File: src/design/tcwl_pkg.sv
package tcwl_pkg;
  // ----------------------------------------
  // Clocking and link timing
  // ----------------------------------------
  localparam int CLK_HZ = 50_000_000;
  localparam int INT_CLK_HZ = 19_200;
  localparam int INT_HALF_CYC = CLK_HZ / (2 * INT_CLK_HZ);
  localparam int EXT_MIN_HZ = 100;
  localparam int EXT_MAX_HZ = 20_000;
  localparam int EXT_LOSS_CYC = CLK_HZ / EXT_MIN_HZ;
  // ----------------------------------------
  // Frame layout
  // ----------------------------------------
  localparam int FRAME_BITS = 48;
  localparam int DATA_LSB = 16;
  localparam int SYNC_BITS = 6;
  localparam logic [5:0] SYNC_CODE = 6'h3e;
  localparam int RUN_START = 6;
  localparam int RUN_MAX = 4;
  localparam int BIT_INHIBIT = 8;
  localparam int BIT_RETMON = 9;
  localparam int ID_LSB = 12;
  localparam int BIT_STBY = 16;
  localparam int BIT_EHT = 17;
  localparam int BIT_RESET = 18;
  localparam int FREQ_LSB = 24;
  localparam int BIT_CAR6 = 25;
  localparam int BIT_CAR10 = 26;
  localparam int BIT_CAR20 = 27;
  localparam int BIT_LSB = 28;
  localparam int BIT_INDEP = 29;
  localparam int BIT_TTY = 30;
  localparam int BIT_KEY = 31;
  localparam int BIT_ST_LO = 33;
  localparam int BIT_FAULT = 34;
  localparam int BIT_POWER = 36;
  localparam int BIT_AUTO = 37;
  localparam int USER_LSB = 44;
  localparam int REV_USER_LSB = 16;
  localparam logic [3:0] WORD_MON = 4'h0;
  localparam logic [3:0] WORD_FREQ = 4'h1;
  localparam logic [3:0] WORD_MODE = 4'h3;
  localparam logic [3:0] WORD_EQADDR = 4'h8;
  localparam logic [3:0] WORD_OPADDR = 4'h9;
  // ----------------------------------------
  // Registers
  // ----------------------------------------
  localparam logic [3:0] REG_MODE = 4'h0;
  localparam logic [3:0] REG_FREQ = 4'h4;
  localparam logic [3:0] REG_CTRL = 4'h8;
  localparam logic [3:0] REG_STAT = 4'hc;
  localparam int MODE_W = 10;
  localparam int FREQ_W = 22;
  localparam logic [9:0] MODE_RST = 10'h200;
  localparam logic [21:0] FREQ_RST = 22'h000000;
  localparam int MF_STATE = 0;
  localparam int MF_POWER = 2;
  localparam int MF_SEL = 3;
  localparam int MF_STBY = 6;
  localparam int MF_EHT = 7;
  localparam int MF_RESET = 8;
  localparam int MF_AUTO = 9;
  localparam int SF_FAULT = 0;
  localparam int SF_EXT = 1;
  localparam int SF_OPADDR = 2;
  localparam int SF_USER = 4;
  localparam int SF_WID = 8;
  typedef enum logic [1:0] {TX_OPERATE, TX_MUTE, TX_TRANSMIT} tcwl_txst_e;
  typedef enum logic [2:0] {
    MS_KEYED, MS_AM_REDUCED, MS_USB20, MS_USB_SUPP,
    MS_LSB20, MS_LSB_SUPP, MS_INDEP20, MS_INDEP_SUPP
  } tcwl_msel_e;
endpackage : tcwl_pkg

File: src/design/tcwl_framer.sv
`timescale 1ns/10ps
module tcwl_framer (
  input wire logic [3:0] i_word_id,
  input wire logic i_inhibit,
  input wire logic [47:16] i_data,
  output logic [47:0] o_frame
);
  logic [47:0] raw;
  logic [2:0] run;

  always_comb
  begin
    raw = '0;
    raw[tcwl_pkg::SYNC_BITS-1:0] = tcwl_pkg::SYNC_CODE;
    raw[tcwl_pkg::BIT_INHIBIT] = i_inhibit;
    raw[tcwl_pkg::ID_LSB +: 4] = i_word_id;
    raw[47:tcwl_pkg::DATA_LSB] = i_data;
  end

  // Forced zero insertion.
  // A fifth one in a row is forced to zero so that nothing mimics sync.
  always_comb
  begin
    o_frame = raw;
    run = 3'h0;
    for (int i = tcwl_pkg::RUN_START; i < tcwl_pkg::FRAME_BITS; i++)
    begin
      if (raw[i] && run == 3'(tcwl_pkg::RUN_MAX))
      begin
        o_frame[i] = 1'b0;
        run = 3'h0;
      end
      else if (raw[i])
      begin
        run = run + 3'h1;
      end
      else
      begin
        run = 3'h0;
      end
    end
  end
endmodule : tcwl_framer

File: src/design/tcwl_link.sv
// Local design decisions: the Avalon-MM register port and the placing of the registers.
`timescale 1ns/10ps
// Overview of operation
// - Mode bits 34 and 33: 00 operate, 01 mute, 10 transmit.
// - Mode bit 36 is one for high power, zero for low.
// - Bit 25 is -6 dB, bit 27 is -20 dB, none is suppressed.
// - Bit 28 lower, 29 independent, 31 keyed; none is upper sideband.
// - Mode bits 26 and 30 are always zero.
// - Keyed mode sets 28 and 31; reduced carrier AM sets only 25.
// - Earthed user inputs appear in mode bits 44 to 47.
// - Word 8 is left to external gear; returned word 9 flags operator addressing.
// - Check status freezes controls and sends words in plain order.
// - Internal 19.2 kHz clock, overridden by an external master clock.
// - Separate circuits for data out, data in, clock out and clocks in.
// - Preamble bits 12 to 15 carry the word identity.
// - Forced zeros stop five ones in a row outside sync.
module tcwl_link #(
  parameter int EXT_LOSS_CYC = tcwl_pkg::EXT_LOSS_CYC
) (
  input wire logic i_mclk,
  input wire logic i_arst_n,
  input wire logic [3:0] i_address,
  input wire logic i_read,
  input wire logic i_write,
  input wire logic [31:0] i_writedata,
  input wire logic [3:0] i_byteenable,
  output logic [31:0] o_readdata,
  output logic o_waitrequest,
  input wire logic i_master_clk,
  input wire logic i_rev_clk,
  input wire logic i_rev_data,
  output logic o_ctl_clk,
  output logic o_ctl_data,
  input wire logic [3:0] i_user_earth_n,
  output logic [3:0] o_rev_user_n,
  output logic o_line_fault
);
  localparam int LW = $clog2(EXT_LOSS_CYC + 1);
  localparam int IW = $clog2(tcwl_pkg::INT_HALF_CYC + 1);
  typedef enum logic {RX_HUNT, RX_BODY} tcwl_rx_e;

  logic ext_lvl;
  logic ext_rise;
  logic ext_fall;
  logic rclk_rise;
  logic rdat_lvl;
  logic [3:0] user_n;
  logic ext_active;
  logic [LW-1:0] loss_cnt;
  logic [IW-1:0] int_cnt;
  logic int_clk;
  logic bit_clk;
  logic next_bit_clk;
  logic bit_fall;
  logic ack;
  logic wr_en;
  logic [31:0] wmask;
  logic [31:0] rd_mux;
  logic [9:0] mode_reg;
  logic [21:0] freq_reg;
  logic check;
  logic new_mode;
  logic [47:16] mode_data;
  logic [47:16] next_data;
  logic [3:0] rt_word;
  logic [3:0] rt_next;
  logic [3:0] next_word;
  logic [3:0] tx_word;
  logic [5:0] bit_cnt;
  logic second;
  logic load;
  logic [47:0] frame_q;
  logic [47:0] next_frame;
  tcwl_rx_e rx_state;
  logic [5:0] rx_cnt;
  logic [47:0] shreg;
  logic [47:0] next_shreg;
  logic rx_done;
  logic [3:0] rx_wid;
  logic op_addr;

  // ----------------------------------------
  // Pin synchronisers
  // ----------------------------------------
  // Master clock in on its own circuit.
  tcwl_sync u_ext (
    .i_mclk(i_mclk), .i_arst_n(i_arst_n), .i_async(i_master_clk),
    .o_level(ext_lvl), .o_rise(ext_rise), .o_fall(ext_fall)
  );
  // Revertive clock and data on separate circuits.
  tcwl_sync u_rclk (
    .i_mclk(i_mclk), .i_arst_n(i_arst_n), .i_async(i_rev_clk),
    .o_level(), .o_rise(rclk_rise), .o_fall()
  );
  tcwl_sync u_rdat (
    .i_mclk(i_mclk), .i_arst_n(i_arst_n), .i_async(i_rev_data),
    .o_level(rdat_lvl), .o_rise(), .o_fall()
  );
  for (genvar g = 0; g < 4; g++)
  begin : g_user
    tcwl_sync #(.RST_VAL(1'b1)) u_user (
      .i_mclk(i_mclk), .i_arst_n(i_arst_n), .i_async(i_user_earth_n[g]),
      .o_level(user_n[g]), .o_rise(), .o_fall()
    );
  end

  // ----------------------------------------
  // Bit clock source
  // ----------------------------------------
  // External clock presence detection.
  // Presence is judged by edges; a clock slower than half the floor counts as lost.
  always_ff @(posedge i_mclk or negedge i_arst_n)
  begin
    if (!i_arst_n)
    begin
      loss_cnt <= '0;
      ext_active <= 1'b0;
    end
    else if (ext_rise || ext_fall)
    begin
      loss_cnt <= '0;
      ext_active <= 1'b1;
    end
    else if (loss_cnt == LW'(EXT_LOSS_CYC - 1))
    begin
      ext_active <= 1'b0;
    end
    else
    begin
      loss_cnt <= loss_cnt + LW'(1);
    end
  end

  always_ff @(posedge i_mclk or negedge i_arst_n)
  begin
    if (!i_arst_n)
    begin
      int_cnt <= '0;
      int_clk <= 1'b0;
    end
    else if (int_cnt == IW'(tcwl_pkg::INT_HALF_CYC - 1))
    begin
      int_cnt <= '0;
      int_clk <= ~int_clk;
    end
    else
    begin
      int_cnt <= int_cnt + IW'(1);
    end
  end

  assign next_bit_clk = ext_active ? ext_lvl : int_clk;
  assign bit_fall = bit_clk & ~next_bit_clk;

  always_ff @(posedge i_mclk or negedge i_arst_n)
  begin
    if (!i_arst_n)
    begin
      bit_clk <= 1'b0;
    end
    else
    begin
      bit_clk <= next_bit_clk;
    end
  end

  assign o_ctl_clk = bit_clk;

  // ----------------------------------------
  // Register slave
  // ----------------------------------------
  assign o_waitrequest = (i_read | i_write) & ~ack;
  assign wr_en = i_write & ack;
  for (genvar b = 0; b < 4; b++)
  begin : g_mask
    assign wmask[8*b +: 8] = {8{i_byteenable[b]}};
  end

  always_comb
  begin
    rd_mux = '0;
    case (i_address)
      tcwl_pkg::REG_MODE: rd_mux[tcwl_pkg::MODE_W-1:0] = mode_reg;
      tcwl_pkg::REG_FREQ: rd_mux[tcwl_pkg::FREQ_W-1:0] = freq_reg;
      tcwl_pkg::REG_CTRL: rd_mux[0] = check;
      tcwl_pkg::REG_STAT:
      begin
        rd_mux[tcwl_pkg::SF_FAULT] = o_line_fault;
        rd_mux[tcwl_pkg::SF_EXT] = ext_active;
        rd_mux[tcwl_pkg::SF_OPADDR] = op_addr;
        rd_mux[tcwl_pkg::SF_USER +: 4] = ~o_rev_user_n;
        rd_mux[tcwl_pkg::SF_WID +: 4] = rx_wid;
      end
      default: rd_mux = '0;
    endcase
  end

  always_ff @(posedge i_mclk or negedge i_arst_n)
  begin
    if (!i_arst_n)
    begin
      ack <= 1'b0;
      o_readdata <= '0;
    end
    else
    begin
      ack <= (i_read | i_write) & ~ack;
      if (i_read && !ack)
      begin
        o_readdata <= rd_mux;
      end
    end
  end

  always_ff @(posedge i_mclk or negedge i_arst_n)
  begin
    if (!i_arst_n)
    begin
      mode_reg <= tcwl_pkg::MODE_RST;
      freq_reg <= tcwl_pkg::FREQ_RST;
      check <= 1'b0;
    end
    else if (wr_en)
    begin
      if (i_address == tcwl_pkg::REG_MODE && !check)
      begin
        mode_reg <= (mode_reg & ~wmask[9:0]) | (i_writedata[9:0] & wmask[9:0]);
      end
      if (i_address == tcwl_pkg::REG_FREQ && !check)
      begin
        freq_reg <= (freq_reg & ~wmask[21:0]) | (i_writedata[21:0] & wmask[21:0]);
      end
      if (i_address == tcwl_pkg::REG_CTRL && i_byteenable[0])
      begin
        check <= i_writedata[0];
      end
    end
  end

  // ----------------------------------------
  // Mode word encoding
  // ----------------------------------------
  always_comb
  begin
    mode_data = '0;
    mode_data[tcwl_pkg::BIT_STBY] = mode_reg[tcwl_pkg::MF_STBY];
    mode_data[tcwl_pkg::BIT_EHT] = mode_reg[tcwl_pkg::MF_EHT];
    mode_data[tcwl_pkg::BIT_RESET] = mode_reg[tcwl_pkg::MF_RESET];
    mode_data[tcwl_pkg::BIT_AUTO] = mode_reg[tcwl_pkg::MF_AUTO];
    case (mode_reg[tcwl_pkg::MF_STATE +: 2])
      tcwl_pkg::TX_MUTE: mode_data[tcwl_pkg::BIT_ST_LO +: 2] = 2'h1;
      tcwl_pkg::TX_TRANSMIT: mode_data[tcwl_pkg::BIT_ST_LO +: 2] = 2'h2;
      default: mode_data[tcwl_pkg::BIT_ST_LO +: 2] = 2'h0;
    endcase
    mode_data[tcwl_pkg::BIT_POWER] = mode_reg[tcwl_pkg::MF_POWER];
    // Carrier and sideband.
    // Bits 26 and 30 are never set here, which by construction.
    case (mode_reg[tcwl_pkg::MF_SEL +: 3])
      tcwl_pkg::MS_KEYED:
      begin
        mode_data[tcwl_pkg::BIT_LSB] = 1'b1;
        mode_data[tcwl_pkg::BIT_KEY] = 1'b1;
      end
      tcwl_pkg::MS_AM_REDUCED: mode_data[tcwl_pkg::BIT_CAR6] = 1'b1;
      tcwl_pkg::MS_USB20: mode_data[tcwl_pkg::BIT_CAR20] = 1'b1;
      tcwl_pkg::MS_LSB20:
      begin
        mode_data[tcwl_pkg::BIT_LSB] = 1'b1;
        mode_data[tcwl_pkg::BIT_CAR20] = 1'b1;
      end
      tcwl_pkg::MS_LSB_SUPP: mode_data[tcwl_pkg::BIT_LSB] = 1'b1;
      tcwl_pkg::MS_INDEP20:
      begin
        mode_data[tcwl_pkg::BIT_INDEP] = 1'b1;
        mode_data[tcwl_pkg::BIT_CAR20] = 1'b1;
      end
      tcwl_pkg::MS_INDEP_SUPP: mode_data[tcwl_pkg::BIT_INDEP] = 1'b1;
      default: mode_data[tcwl_pkg::BIT_LSB] = 1'b0;
    endcase
    mode_data[tcwl_pkg::USER_LSB +: 4] = ~user_n;
  end

  // ----------------------------------------
  // Forward word sequencer
  // ----------------------------------------
  // Word 8 is never generated here.
  always_comb
  begin
    case (rt_word)
      tcwl_pkg::WORD_MON: rt_next = tcwl_pkg::WORD_FREQ;
      tcwl_pkg::WORD_FREQ: rt_next = tcwl_pkg::WORD_MODE;
      default: rt_next = tcwl_pkg::WORD_MON;
    endcase
  end

  assign next_word = (new_mode && !check) ? tcwl_pkg::WORD_MODE : rt_next;
  assign load = bit_fall && bit_cnt == 6'(tcwl_pkg::FRAME_BITS - 1) && second;

  always_comb
  begin
    next_data = '0;
    case (next_word)
      tcwl_pkg::WORD_FREQ: next_data[tcwl_pkg::FREQ_LSB +: tcwl_pkg::FREQ_W] = freq_reg;
      tcwl_pkg::WORD_MODE: next_data = mode_data;
      default: next_data = '0;
    endcase
  end

  tcwl_framer u_framer (
    .i_word_id(next_word),
    .i_inhibit(check),
    .i_data(next_data),
    .o_frame(next_frame)
  );

  // Mode changes are latched so they jump the routine queue after this pair.
  always_ff @(posedge i_mclk or negedge i_arst_n)
  begin
    if (!i_arst_n)
    begin
      new_mode <= 1'b0;
    end
    else if (wr_en && i_address == tcwl_pkg::REG_MODE && !check)
    begin
      new_mode <= 1'b1;
    end
    else if (load && next_word == tcwl_pkg::WORD_MODE)
    begin
      new_mode <= 1'b0;
    end
  end

  // Each frame goes out twice so the far end can compare the pair.
  always_ff @(posedge i_mclk or negedge i_arst_n)
  begin
    if (!i_arst_n)
    begin
      bit_cnt <= 6'(tcwl_pkg::FRAME_BITS - 1);
      second <= 1'b1;
      frame_q <= '0;
      tx_word <= tcwl_pkg::WORD_MODE;
      rt_word <= tcwl_pkg::WORD_MODE;
      o_ctl_data <= 1'b0;
    end
    else if (bit_fall)
    begin
      o_ctl_data <= frame_q[bit_cnt];
      if (bit_cnt != 6'(tcwl_pkg::FRAME_BITS - 1))
      begin
        bit_cnt <= bit_cnt + 6'h1;
      end
      else
      begin
        bit_cnt <= '0;
        second <= ~second;
        if (second)
        begin
          frame_q <= next_frame;
          tx_word <= next_word;
          if (!(new_mode && !check) || rt_next == tcwl_pkg::WORD_MODE)
          begin
            rt_word <= rt_next;
          end
        end
      end
    end
  end

  // ----------------------------------------
  // Revertive receiver
  // ----------------------------------------
  assign next_shreg = {rdat_lvl, shreg[47:1]};
  assign rx_done = rclk_rise && rx_state == RX_BODY
                   && rx_cnt == 6'(tcwl_pkg::FRAME_BITS - 1);

  always_ff @(posedge i_mclk or negedge i_arst_n)
  begin
    if (!i_arst_n)
    begin
      shreg <= '0;
      rx_state <= RX_HUNT;
      rx_cnt <= '0;
    end
    else if (rclk_rise)
    begin
      shreg <= next_shreg;
      case (rx_state)
        RX_HUNT:
        begin
          if (next_shreg[47:42] == tcwl_pkg::SYNC_CODE)
          begin
            rx_state <= RX_BODY;
            rx_cnt <= 6'(tcwl_pkg::SYNC_BITS);
          end
        end
        RX_BODY:
        begin
          rx_cnt <= rx_cnt + 6'h1;
          if (rx_done)
          begin
            rx_state <= RX_HUNT;
          end
        end
        default: rx_state <= RX_HUNT;
      endcase
    end
  end

  // Returned fault bit lights line fault.
  always_ff @(posedge i_mclk or negedge i_arst_n)
  begin
    if (!i_arst_n)
    begin
      o_line_fault <= 1'b0;
      o_rev_user_n <= 4'hf;
      rx_wid <= '0;
    end
    else if (rx_done)
    begin
      rx_wid <= next_shreg[tcwl_pkg::ID_LSB +: 4];
      if (next_shreg[tcwl_pkg::ID_LSB +: 4] == tcwl_pkg::WORD_MON)
      begin
        o_line_fault <= next_shreg[tcwl_pkg::BIT_FAULT];
        o_rev_user_n <= ~next_shreg[tcwl_pkg::REV_USER_LSB +: 4];
      end
    end
  end

  // Operator addressing flag.
  // A returned word 9 in the clearing cycle keeps the flag set.
  always_ff @(posedge i_mclk or negedge i_arst_n)
  begin
    if (!i_arst_n)
    begin
      op_addr <= 1'b0;
    end
    else if (rx_done && next_shreg[tcwl_pkg::ID_LSB +: 4] == tcwl_pkg::WORD_OPADDR)
    begin
      op_addr <= 1'b1;
    end
    else if (wr_en && i_address == tcwl_pkg::REG_STAT && i_byteenable[0]
             && i_writedata[tcwl_pkg::SF_OPADDR])
    begin
      op_addr <= 1'b0;
    end
  end

  // ----------------------------------------
  // Assertions
  // ----------------------------------------
  a_state_bits: assert property (@(posedge i_mclk) disable iff (!i_arst_n)
    mode_reg[1:0] == 2'h2 |-> mode_data[34:33] == 2'h2)
    else $error("transmit state not encoded as 10");
  a_power_bit: assert property (@(posedge i_mclk) disable iff (!i_arst_n)
    load && next_word == 4'h3 |=> frame_q[36] == $past(mode_reg[2]))
    else $error("power bit does not follow selection");
  a_carrier_supp: assert property (@(posedge i_mclk) disable iff (!i_arst_n)
    mode_reg[5:3] inside {3'h3, 3'h5, 3'h7} |-> mode_data[27:25] == 3'h0)
    else $error("suppressed carrier has level bits set");
  a_sideband_indep: assert property (@(posedge i_mclk) disable iff (!i_arst_n)
    mode_reg[5:3] == 3'h7 |-> mode_data[31:28] == 4'h2)
    else $error("independent sideband bits wrong");
  a_fixed_zero: assert property (@(posedge i_mclk) disable iff (!i_arst_n)
    tx_word == 4'h3 |-> !frame_q[26] && !frame_q[30])
    else $error("bit 26 or 30 set in a sent frame");
  a_keyed_mode: assert property (@(posedge i_mclk) disable iff (!i_arst_n)
    mode_reg[5:3] == 3'h0 |-> mode_data[31:25] == 7'h48)
    else $error("keyed mode encoding wrong");
  a_user_lines: assert property (@(posedge i_mclk) disable iff (!i_arst_n)
    load && next_word == 4'h3 |=> frame_q[47:44] == ~$past(user_n))
    else $error("user lines not carried in word 3");
  a_op_addr: assert property (@(posedge i_mclk) disable iff (!i_arst_n)
    rx_done && next_shreg[15:12] == 4'h9 |=> op_addr)
    else $error("returned word 9 not flagged");
  a_check_freeze: assert property (@(posedge i_mclk) disable iff (!i_arst_n)
    check |=> $stable(mode_reg) && $stable(freq_reg))
    else $error("controls changed in check status");
  a_inhibit_bit: assert property (@(posedge i_mclk) disable iff (!i_arst_n)
    load |=> frame_q[8] == $past(check))
    else $error("inhibit bit does not follow check status");
  a_ext_takeover: assert property (@(posedge i_mclk) disable iff (!i_arst_n)
    ext_rise |=> ext_active ##1 (o_ctl_clk == $past(ext_lvl)))
    else $error("external clock did not take over");
  a_word_ident: assert property (@(posedge i_mclk) disable iff (!i_arst_n)
    load |=> frame_q[15:12] == $past(next_word) && frame_q[5:0] == 6'h3e)
    else $error("preamble identity or sync wrong");
  a_run_limit: assert property (@(posedge i_mclk) disable iff (!i_arst_n)
    load |=> (frame_q[10:6] != 5'h1f && frame_q[20:16] != 5'h1f
              && frame_q[28:24] != 5'h1f && frame_q[45:41] != 5'h1f))
    else $error("five ones in a row outside sync");
endmodule : tcwl_link

File: src/design/tcwl_sync.sv
`timescale 1ns/10ps
module tcwl_sync #(
  parameter logic RST_VAL = 1'b0
) (
  input wire logic i_mclk,
  input wire logic i_arst_n,
  input wire logic i_async,
  output logic o_level,
  output logic o_rise,
  output logic o_fall
);
  logic ff1;
  logic ff2;
  logic ff3;
  logic agree;

  // A change is only believed once the second and third stages agree.
  always_ff @(posedge i_mclk or negedge i_arst_n)
  begin
    if (!i_arst_n)
    begin
      ff1 <= RST_VAL;
      ff2 <= RST_VAL;
      ff3 <= RST_VAL;
      o_level <= RST_VAL;
    end
    else
    begin
      ff1 <= i_async;
      ff2 <= ff1;
      ff3 <= ff2;
      if (agree)
      begin
        o_level <= ff3;
      end
    end
  end

  assign agree = (ff2 == ff3);
  assign o_rise = agree & ff3 & ~o_level;
  assign o_fall = agree & ~ff3 & o_level;
endmodule : tcwl_sync

File: config.mk
export PLATFORM = sky130hd
export DESIGN_NAME = tcwl_link
export DESIGN_NICKNAME = d
export VERILOG_FILES = /design/src/design/tcwl_pkg.sv /design/src/design/tcwl_framer.sv /design/src/design/tcwl_link.sv /design/src/design/tcwl_sync.sv
export SDC_FILE = /design/constraint.sdc
export NUM_CORES = 1
export LEC_CHECK = 0
export ABC_AREA = 1
export ABC_CLOCK_PERIOD_IN_PS = 22700
export BUFFER_PORTS_ARGS = -buffer_cell sky130_fd_sc_hd__buf_2
export CAP_MARGIN = 20
export CORE_ASPECT_RATIO = 0.8
export CORE_MARGIN = 4
export CORE_UTILIZATION = 62
export CTS_CLUSTER_SIZE = 30
export DETAILED_ROUTE_END_ITERATION = 8
export PLACE_DENSITY_LB_ADDON = 0.2
export SYNTH_ARGS = -nofsm -noshare
export SYNTH_HDL_FRONTEND = slang
export SYNTH_SLANG_ARGS = --single-unit
File: constraint.sdc
create_clock -name i_mclk -period 22.7 [get_ports i_mclk]
set_input_delay 1.135 -clock i_mclk [delete_from_list [all_inputs] [get_ports i_mclk]]
set_output_delay 1.135 -clock i_mclk [all_outputs]
set_load 0.02 [all_outputs]
---- Word level (Yosys, flattened, before mapping) ----
Cells that the tools add are included.
word-level totals
  register bits ........................... 237
  latch bits .............................. 0
  RAM bits ................................ 0
  ROM bits ................................ 0
  bits of input ports ..................... 51
  output and inout port bits .............. 40
  word-level logic and storage cells ...... 394
  memories ................................ 0
cells by class
  add/subtract/negate cells ............... 38
  multiply operators ...................... 0
  div/mod/pow operators ................... 0
  order comparisons ....................... 1
  equality and inequality tests ........... 66
  shift operators ......................... 0
  mux-type cells .......................... 134
  bitwise gates (word level) .............. 30
  reductions and logical operators ........ 74
operators with widths
  kind                                                              number
  3-bit two-way mux                                                 69
  3-bit == test (second input constant)                             39
  3-bit by 1-bit adder with 3-bit output (second input constant)    34
  1-bit logical AND                                                 46
  1-bit two-way mux                                                 46
  22-bit AND                                                        2
  22-bit case mux with 2 select lines                               1
  19-bit two-way mux                                                2
  22-bit NOT                                                        1
  22-bit OR                                                         1
  10-bit AND                                                        2
  19-bit by 1-bit adder with 19-bit output (second input constant)  1
  19-bit == test (second input constant)                            1
  6-bit == test (second input constant)                             3
  6-bit case mux with 3 select lines                                1
  6-bit by 1-bit adder with 6-bit output (second input constant)    2
  4-bit == test (second input constant)                             3
  4-bit logical NOT                                                 3
  6-bit two-way mux                                                 2
  4-bit NOT                                                         3
  2-bit case mux with 2 select lines                                3
  6-bit case mux with 2 select lines                                1
  2-bit AND reduction                                               6
  11-bit by 1-bit adder with 11-bit output (second input constant)  1
  34 further kinds                                                  70

---- Longest topological paths before layout ----
  depth after elaboration ................. 109
  mapped depth ............................ 109
  depth with buffers taken out ............ 109

---- Modules after synthesis ----
Synthesis repeated with hierarchy kept, for this count alone.
unflattened totals
  cell total of the unflattened synthesis .. 1709
  area total of the unflattened synthesis .. 13415.4 sq um
modules (own cells, without submodules)
  module                            times used  cells an instance  area an instance (sq um)  seq. area each (sq um)
  tcwl_link                         1           1132               9405.3                    5021.1
  tcwl_framer                       1           465                2851.5                    0.0
  tcwl_sync (g_user[0].u_user ...)  4           16                 167.7                     105.1
  tcwl_sync (u_ext ...)             3           16                 162.7                     100.1

---- Worst setup path before layout ----
OpenSTA, ideal clock, no wires.
  path type ............................... reg2reg
  start point ............................. register rt_word[1]
  end point ............................... register frame_q[47]
  library setup time ...................... 116 ps
  arrival time ............................ 12047 ps
  data required time ...................... 22584 ps
  slack ................................... 10537 ps
  cell stages (with the launch flop) ...... 110
  buffers on the path ..................... 0
  clock period less this slack ............ 12163 ps
  cell sequence ........................... dfstp_2 -> inv_2 -> nand2_2 -> nand2_4 -> inv_4 -> nand2_1 -> o22ai_1 -> nand2_1 -> nand2_1 -> inv_1 -> ha_1 -> nand2_1 -> ha_1 -> nand3_1 -> nand2_2 -> nor2_1 -> inv_1 -> ha_1 -> [74 not listed] -> ha_1 -> nand3_1 -> nand2_2 -> inv_4 -> nand2_2 -> ha_1 -> nand3_4 -> nand2_2 -> inv_2 -> nand2_1 -> ha_1 -> or2_2 -> nor2_1 -> nand2_1 -> nor2_1 -> nand2_1 -> nand2_1 -> nand2_1
between the ends
  cells in the longest elaborated chain, start to end .. 109
  elaborated cells on any way between the ends .. 183
  those cells by class .................... add/sub: 34; eq/ne: 38; mux: 75; reduce/logical: 36
ends and longest elaborated chain
  what                                                                                  RTL line                              RTL
  start, declared                                                                       tcwl_link.sv:65                       logic [3:0] rt_word;
  start signal, assigned                                                                tcwl_link.sv:342                      rt_word <= tcwl_pkg::WORD_MODE;
  start signal, assigned                                                                tcwl_link.sv:362                      rt_word <= rt_next;
  4-bit by 1-bit == test with 1-bit output / 4-bit logical NOT (equally long branches)  tcwl_link.sv:289                      case (rt_word)
  2-bit case mux with 2 select lines *                                                  tcwl_link.sv:289
  4-bit two-way mux *                                                                   tcwl_link.sv:296                      assign next_word = (new_mode && !check) ? tcwl_pkg::WORD_MODE : rt_next;
  1-bit two-way mux                                                                     tcwl_framer.sv:33                     else if (raw[i])
  3-bit by 1-bit adder with 3-bit output / 3-bit == test (equally long branches)        tcwl_framer.sv:35, tcwl_framer.sv:28
  3-bit two-way mux / 1-bit logical AND (equally long branches)                         tcwl_framer.sv:33, tcwl_framer.sv:28
  3-bit two-way mux                                                                     tcwl_framer.sv:28                     if (raw[i] && run == 3'(tcwl_pkg::RUN_MAX))
  3-bit by 1-bit adder with 3-bit output / 3-bit == test (equally long branches)        tcwl_framer.sv:35, tcwl_framer.sv:28
  [93 not listed]                                                                       --
  3-bit two-way mux / 1-bit logical AND (equally long branches)                         tcwl_framer.sv:33, tcwl_framer.sv:28
  3-bit two-way mux                                                                     tcwl_framer.sv:28
  3-bit by 1-bit adder with 3-bit output / 3-bit == test (equally long branches)        tcwl_framer.sv:35, tcwl_framer.sv:28
  3-bit two-way mux / 1-bit logical AND (equally long branches)                         tcwl_framer.sv:33, tcwl_framer.sv:28
  3-bit two-way mux                                                                     tcwl_framer.sv:28
  3-bit == test                                                                         tcwl_framer.sv:28
  1-bit logical AND                                                                     tcwl_framer.sv:28
  1-bit two-way mux *                                                                   tcwl_framer.sv:28
  end signal, assigned                                                                  tcwl_link.sv:358                      frame_q <= next_frame;
  end, declared                                                                         tcwl_link.sv:72                       logic [47:0] frame_q;
Every way passes the cells marked *; elsewhere a longest branch is shown, timed or not.
A chain may end at the register's enable or synchronous reset.

---- Worst setup path after layout ----
Ends and elaborated chain as after synthesis.

==> results.py <==
metrics = {
    "power": {
        "p_total_uw": 986.0,
        "p_seq_frac": 0.444,
        "power.internal_uw": 705.5,
        "powerDensity_nw_per_um2": 82.74,
        "peakVddDrop_mv": 0.05299,
        "p_switching_uw": 280.5,
        "leakagePower_nw": 6.037,
        "pwr-share-clk": 0.397,
        "comb_power_share": 0.159,
        "sw_frac_of_total": 0.2844,
    },
    "final_layout": {
        "syn_to_final_growth_pct": 12.82,
        "final_area_sq_um": 11920,
        "antenna_cells": 0,
        "finalNonFillerCells": 1582,
        "drive_gt1_frac": 0.1659,
        "fin_util": 0.7177,
        "final_nets": 1445,
    },
    "cts": {
        "cts_hold_buf": 0,
        "clock_latency_ps": 500,
        "cts_buffer_depth": 3,
        "clk_root_buffer_cell": "clkbuf_16",
        "post_cts_resized": 0,
        "clock-sinks": 211,
        "cts_tree": "built",
        "htreeDepth": 1,
        "clk_pin_slew_worst_paths_ps": 60,
        "post_cts_buffers": 0,
        "cts_buffers": 22,
    },
    "route": {
        "wl_met1_um": 10650,
        "drt_iter0_drc": 516,
        "top_layer": "met5",
        "wl_met3_um": 1628,
        "first_pass_iters": 5,
        "drc_errors": 0,
        "vias": 8488,
        "antenna_left": 0,
        "wl_met2_um": 9989,
        "via_per_inst": 5.365,
        "wire_per_inst_um": 14.46,
        "finalWirelength_um": 22880,
    },
    "global_route": {
        "antenna_found_initial": 1,
        "grt_pass1_wl_um": 38870,
        "grt_max_degree": 97,
        "overflow": 0,
        "grtUsageTotal": 0.2414,
        "first_global_vias": 8233,
    },
    "worst_setup_path": {
        "r2r-start": "rt_word[1]$_DFFE_PN1P_",
        "max_stage_delay_ps": 550,
        "reg2reg_depth": 109,
        "worstPathMaxFanout": 17,
        "cpMostUsedCell": "ha_1",
        "critPathLaunchType": "register",
        "slowest_stage": "dfstp_2",
        "crit_path_start": "rt_word[1]$_DFFE_PN1P_",
        "rr_endpoint": "frame_q[47]$_DFFE_PN0P_",
        "end_kind": "register",
        "cp.required_ps": 23090,
        "arrival_ps": 15100,
        "crit_type": "reg -> reg",
        "rrSetupSlack_ps": 7990,
    },
    "synthesis": {
        "seq_area_frac_synth": 0.5033,
        "synthDistinctLibCells": 46,
        "synth-async-reset-ratio": 1.000,
        "yosysTopAreaCell": "dfrtp_1",
        "ys_ff_latch": 211,
        "synth_common_cells": "nand2_1, dfrtp_1, inv_1, o21ai_0, nor2_1",
        "avgSynthCellArea_sq_um": 8.298,
        "yosysWarnings": 0,
        "synth_area_sq_um": 10560,
        "synthTopCellsByArea": "dfrtp_1, nand2_1, dfstp_2",
        "syn_inst": 1273,
        "synth_edf_count": 0,
        "ys.flop_type": "dfrtp_1",
        "yosysMostFrequentCell": "nand2_1",
        "yosys.area.top_type_share": 0.4311,
    },
    "timing": {
        "fin_ws_ps": 7990,
        "finalSetupTns_ps": 0,
        "period_share": 0.6480,
        "max_freq_mhz": 67.98,
        "setup_violations": 0,
        "finalHoldViolCount": 0,
        "fin_crit_ps": 14710,
        "tightest_slew_ps": 1061,
        "finalMaxSlewViolations": 0,
        "whs_ps": 351.0,
        "rsz0062_at_grt": "false",
        "slew_headroom": 0.2916,
        "skew_ps": 6.455,
    },
    "run": {
        "cap_violations": 0,
    },
    "placement": {
        "dp_cells": 1543,
        "place_ws_ps": 8196,
        "finalWeightedCongestion": 0.8847,
        "hpwl_um": 16000,
        "io_buffers": 69,
        "place_area_sq_um": 11110,
    },
    "floorplan": {
        "die_h_um": 124.8,
        "core-area_sq_um": 16610,
        "start_util": 0.6362,
        "dieArea_sq_um": 19200,
        "fp-row-count": 42,
        "pin_count": 91,
        "die_x_um": 153.9,
    },
    "min_path": {
        "whs_endpoint": "u_ext.ff2$_DFF_PN0_",
        "hold_class": "reg -> reg",
        "hold_depth": 0,
        "min-delay-start": "u_ext.ff1$_DFF_PN0_",
    },
    "run_status": {
        "status": "finished, final reports clean",
    },
}
==> cells in the final DEF (no fill, tap or decap), drive strengths merged <==
master / instances
nand2: 368
inv: 191
dfrtp: 182
o21ai: 114
nor2: 102
buf: 76
nand3: 66
ha: 47
a21oi: 33
clkbuf: 33
dfstp: 29
nor3: 15
o22ai: 13
nand4: 10
conb: 10
nor4: 9
o31ai: 8
xor2: 6
mux2: 5
maj3: 5
clkinv: 5
xnor2: 4
o211ai: 4
a31oi: 3
or2: 3
bufinv: 3
o32ai: 2
nor3b: 2
a221oi: 2
a211oi: 2
o221ai: 2
clkinvlp: 2
o21bai: 1
a22o: 1
o22a: 1
o2111ai: 1
o311ai: 1
a2bb2oi: 1
==> power by group through the flow <==
stage / clock network, mW / logic, mW / registers [mW]
finish: 0.391 / 0.157 / 0.438
global placement: 0 / 0.151 / 0.442
detailed placement: 0 / 0.156 / 0.443
floorplan: 0 / 0.115 / 0.434
global route: 0.417 / 0.180 / 0.442
CTS: 0.398 / 0.158 / 0.437
==> worst max path at each step <==
stage and end:
3_5_place_dp frame_q[47]$_DFFE_PN0P_, 5_1_grt frame_q[47]$_DFFE_PN0P_, 6_report frame_q[47]$_DFFE_PN0P_, 4_1_cts frame_q[47]$_DFFE_PN0P_
2_1_floorplan frame_q[47]$_DFFE_PN0P_, 3_3_place_gp frame_q[47]$_DFFE_PN0P_
==> layer usage <==
metal / global-route usage / vias to the layer above
met4: 0.06438 / 2
met2: 0.3678 / 280
met3: 0.04203 / 51
met1: 0.3601 / 3973
li1: - / 4182
met5: 0 / -
==> cell type report <==
cell class | instances | area (sq um)
clock inverter | 7 | 115.1
multi-input combinational | 841 | 4373
inverter | 194 | 733.2
tap | 220 | 275.3
clock buffer | 32 | 690.7
timing repair buffer | 77 | 414.1
sequential | 211 | 5316
fill | 1295 | 4688
==> kinds of logic (layout without fill, tap and decap cells) <==
group / Yosys count / after routing / synth area share
AOI/OAI and AO/OA: 189 / 189 / 0.09926
xor gates and xnor gates: 10 / 10 / 0.008291
adders and majority gates: 52 / 52 / 0.06040
buffers and inverters: 230 / 310 / 0.08622
DFF: 211 / 211 / 0.5033
muxes: 5 / 5 / 0.005329
other: 1 / 10 / 0.0003550
and+or+nand+nor: 575 / 575 / 0.2369
==> critical path: cells and delay by family (launching register included) <==
kind | cells | cell delay (ps)
and+or+nand+nor | 67 | 7780
adders and majority gates | 20 | 4220
buffers and inverters | 21 | 1600
DFF | 1 | 550
AOI/OAI and AO/OA | 1 | 460
Power figures use the tool's default switching activity.
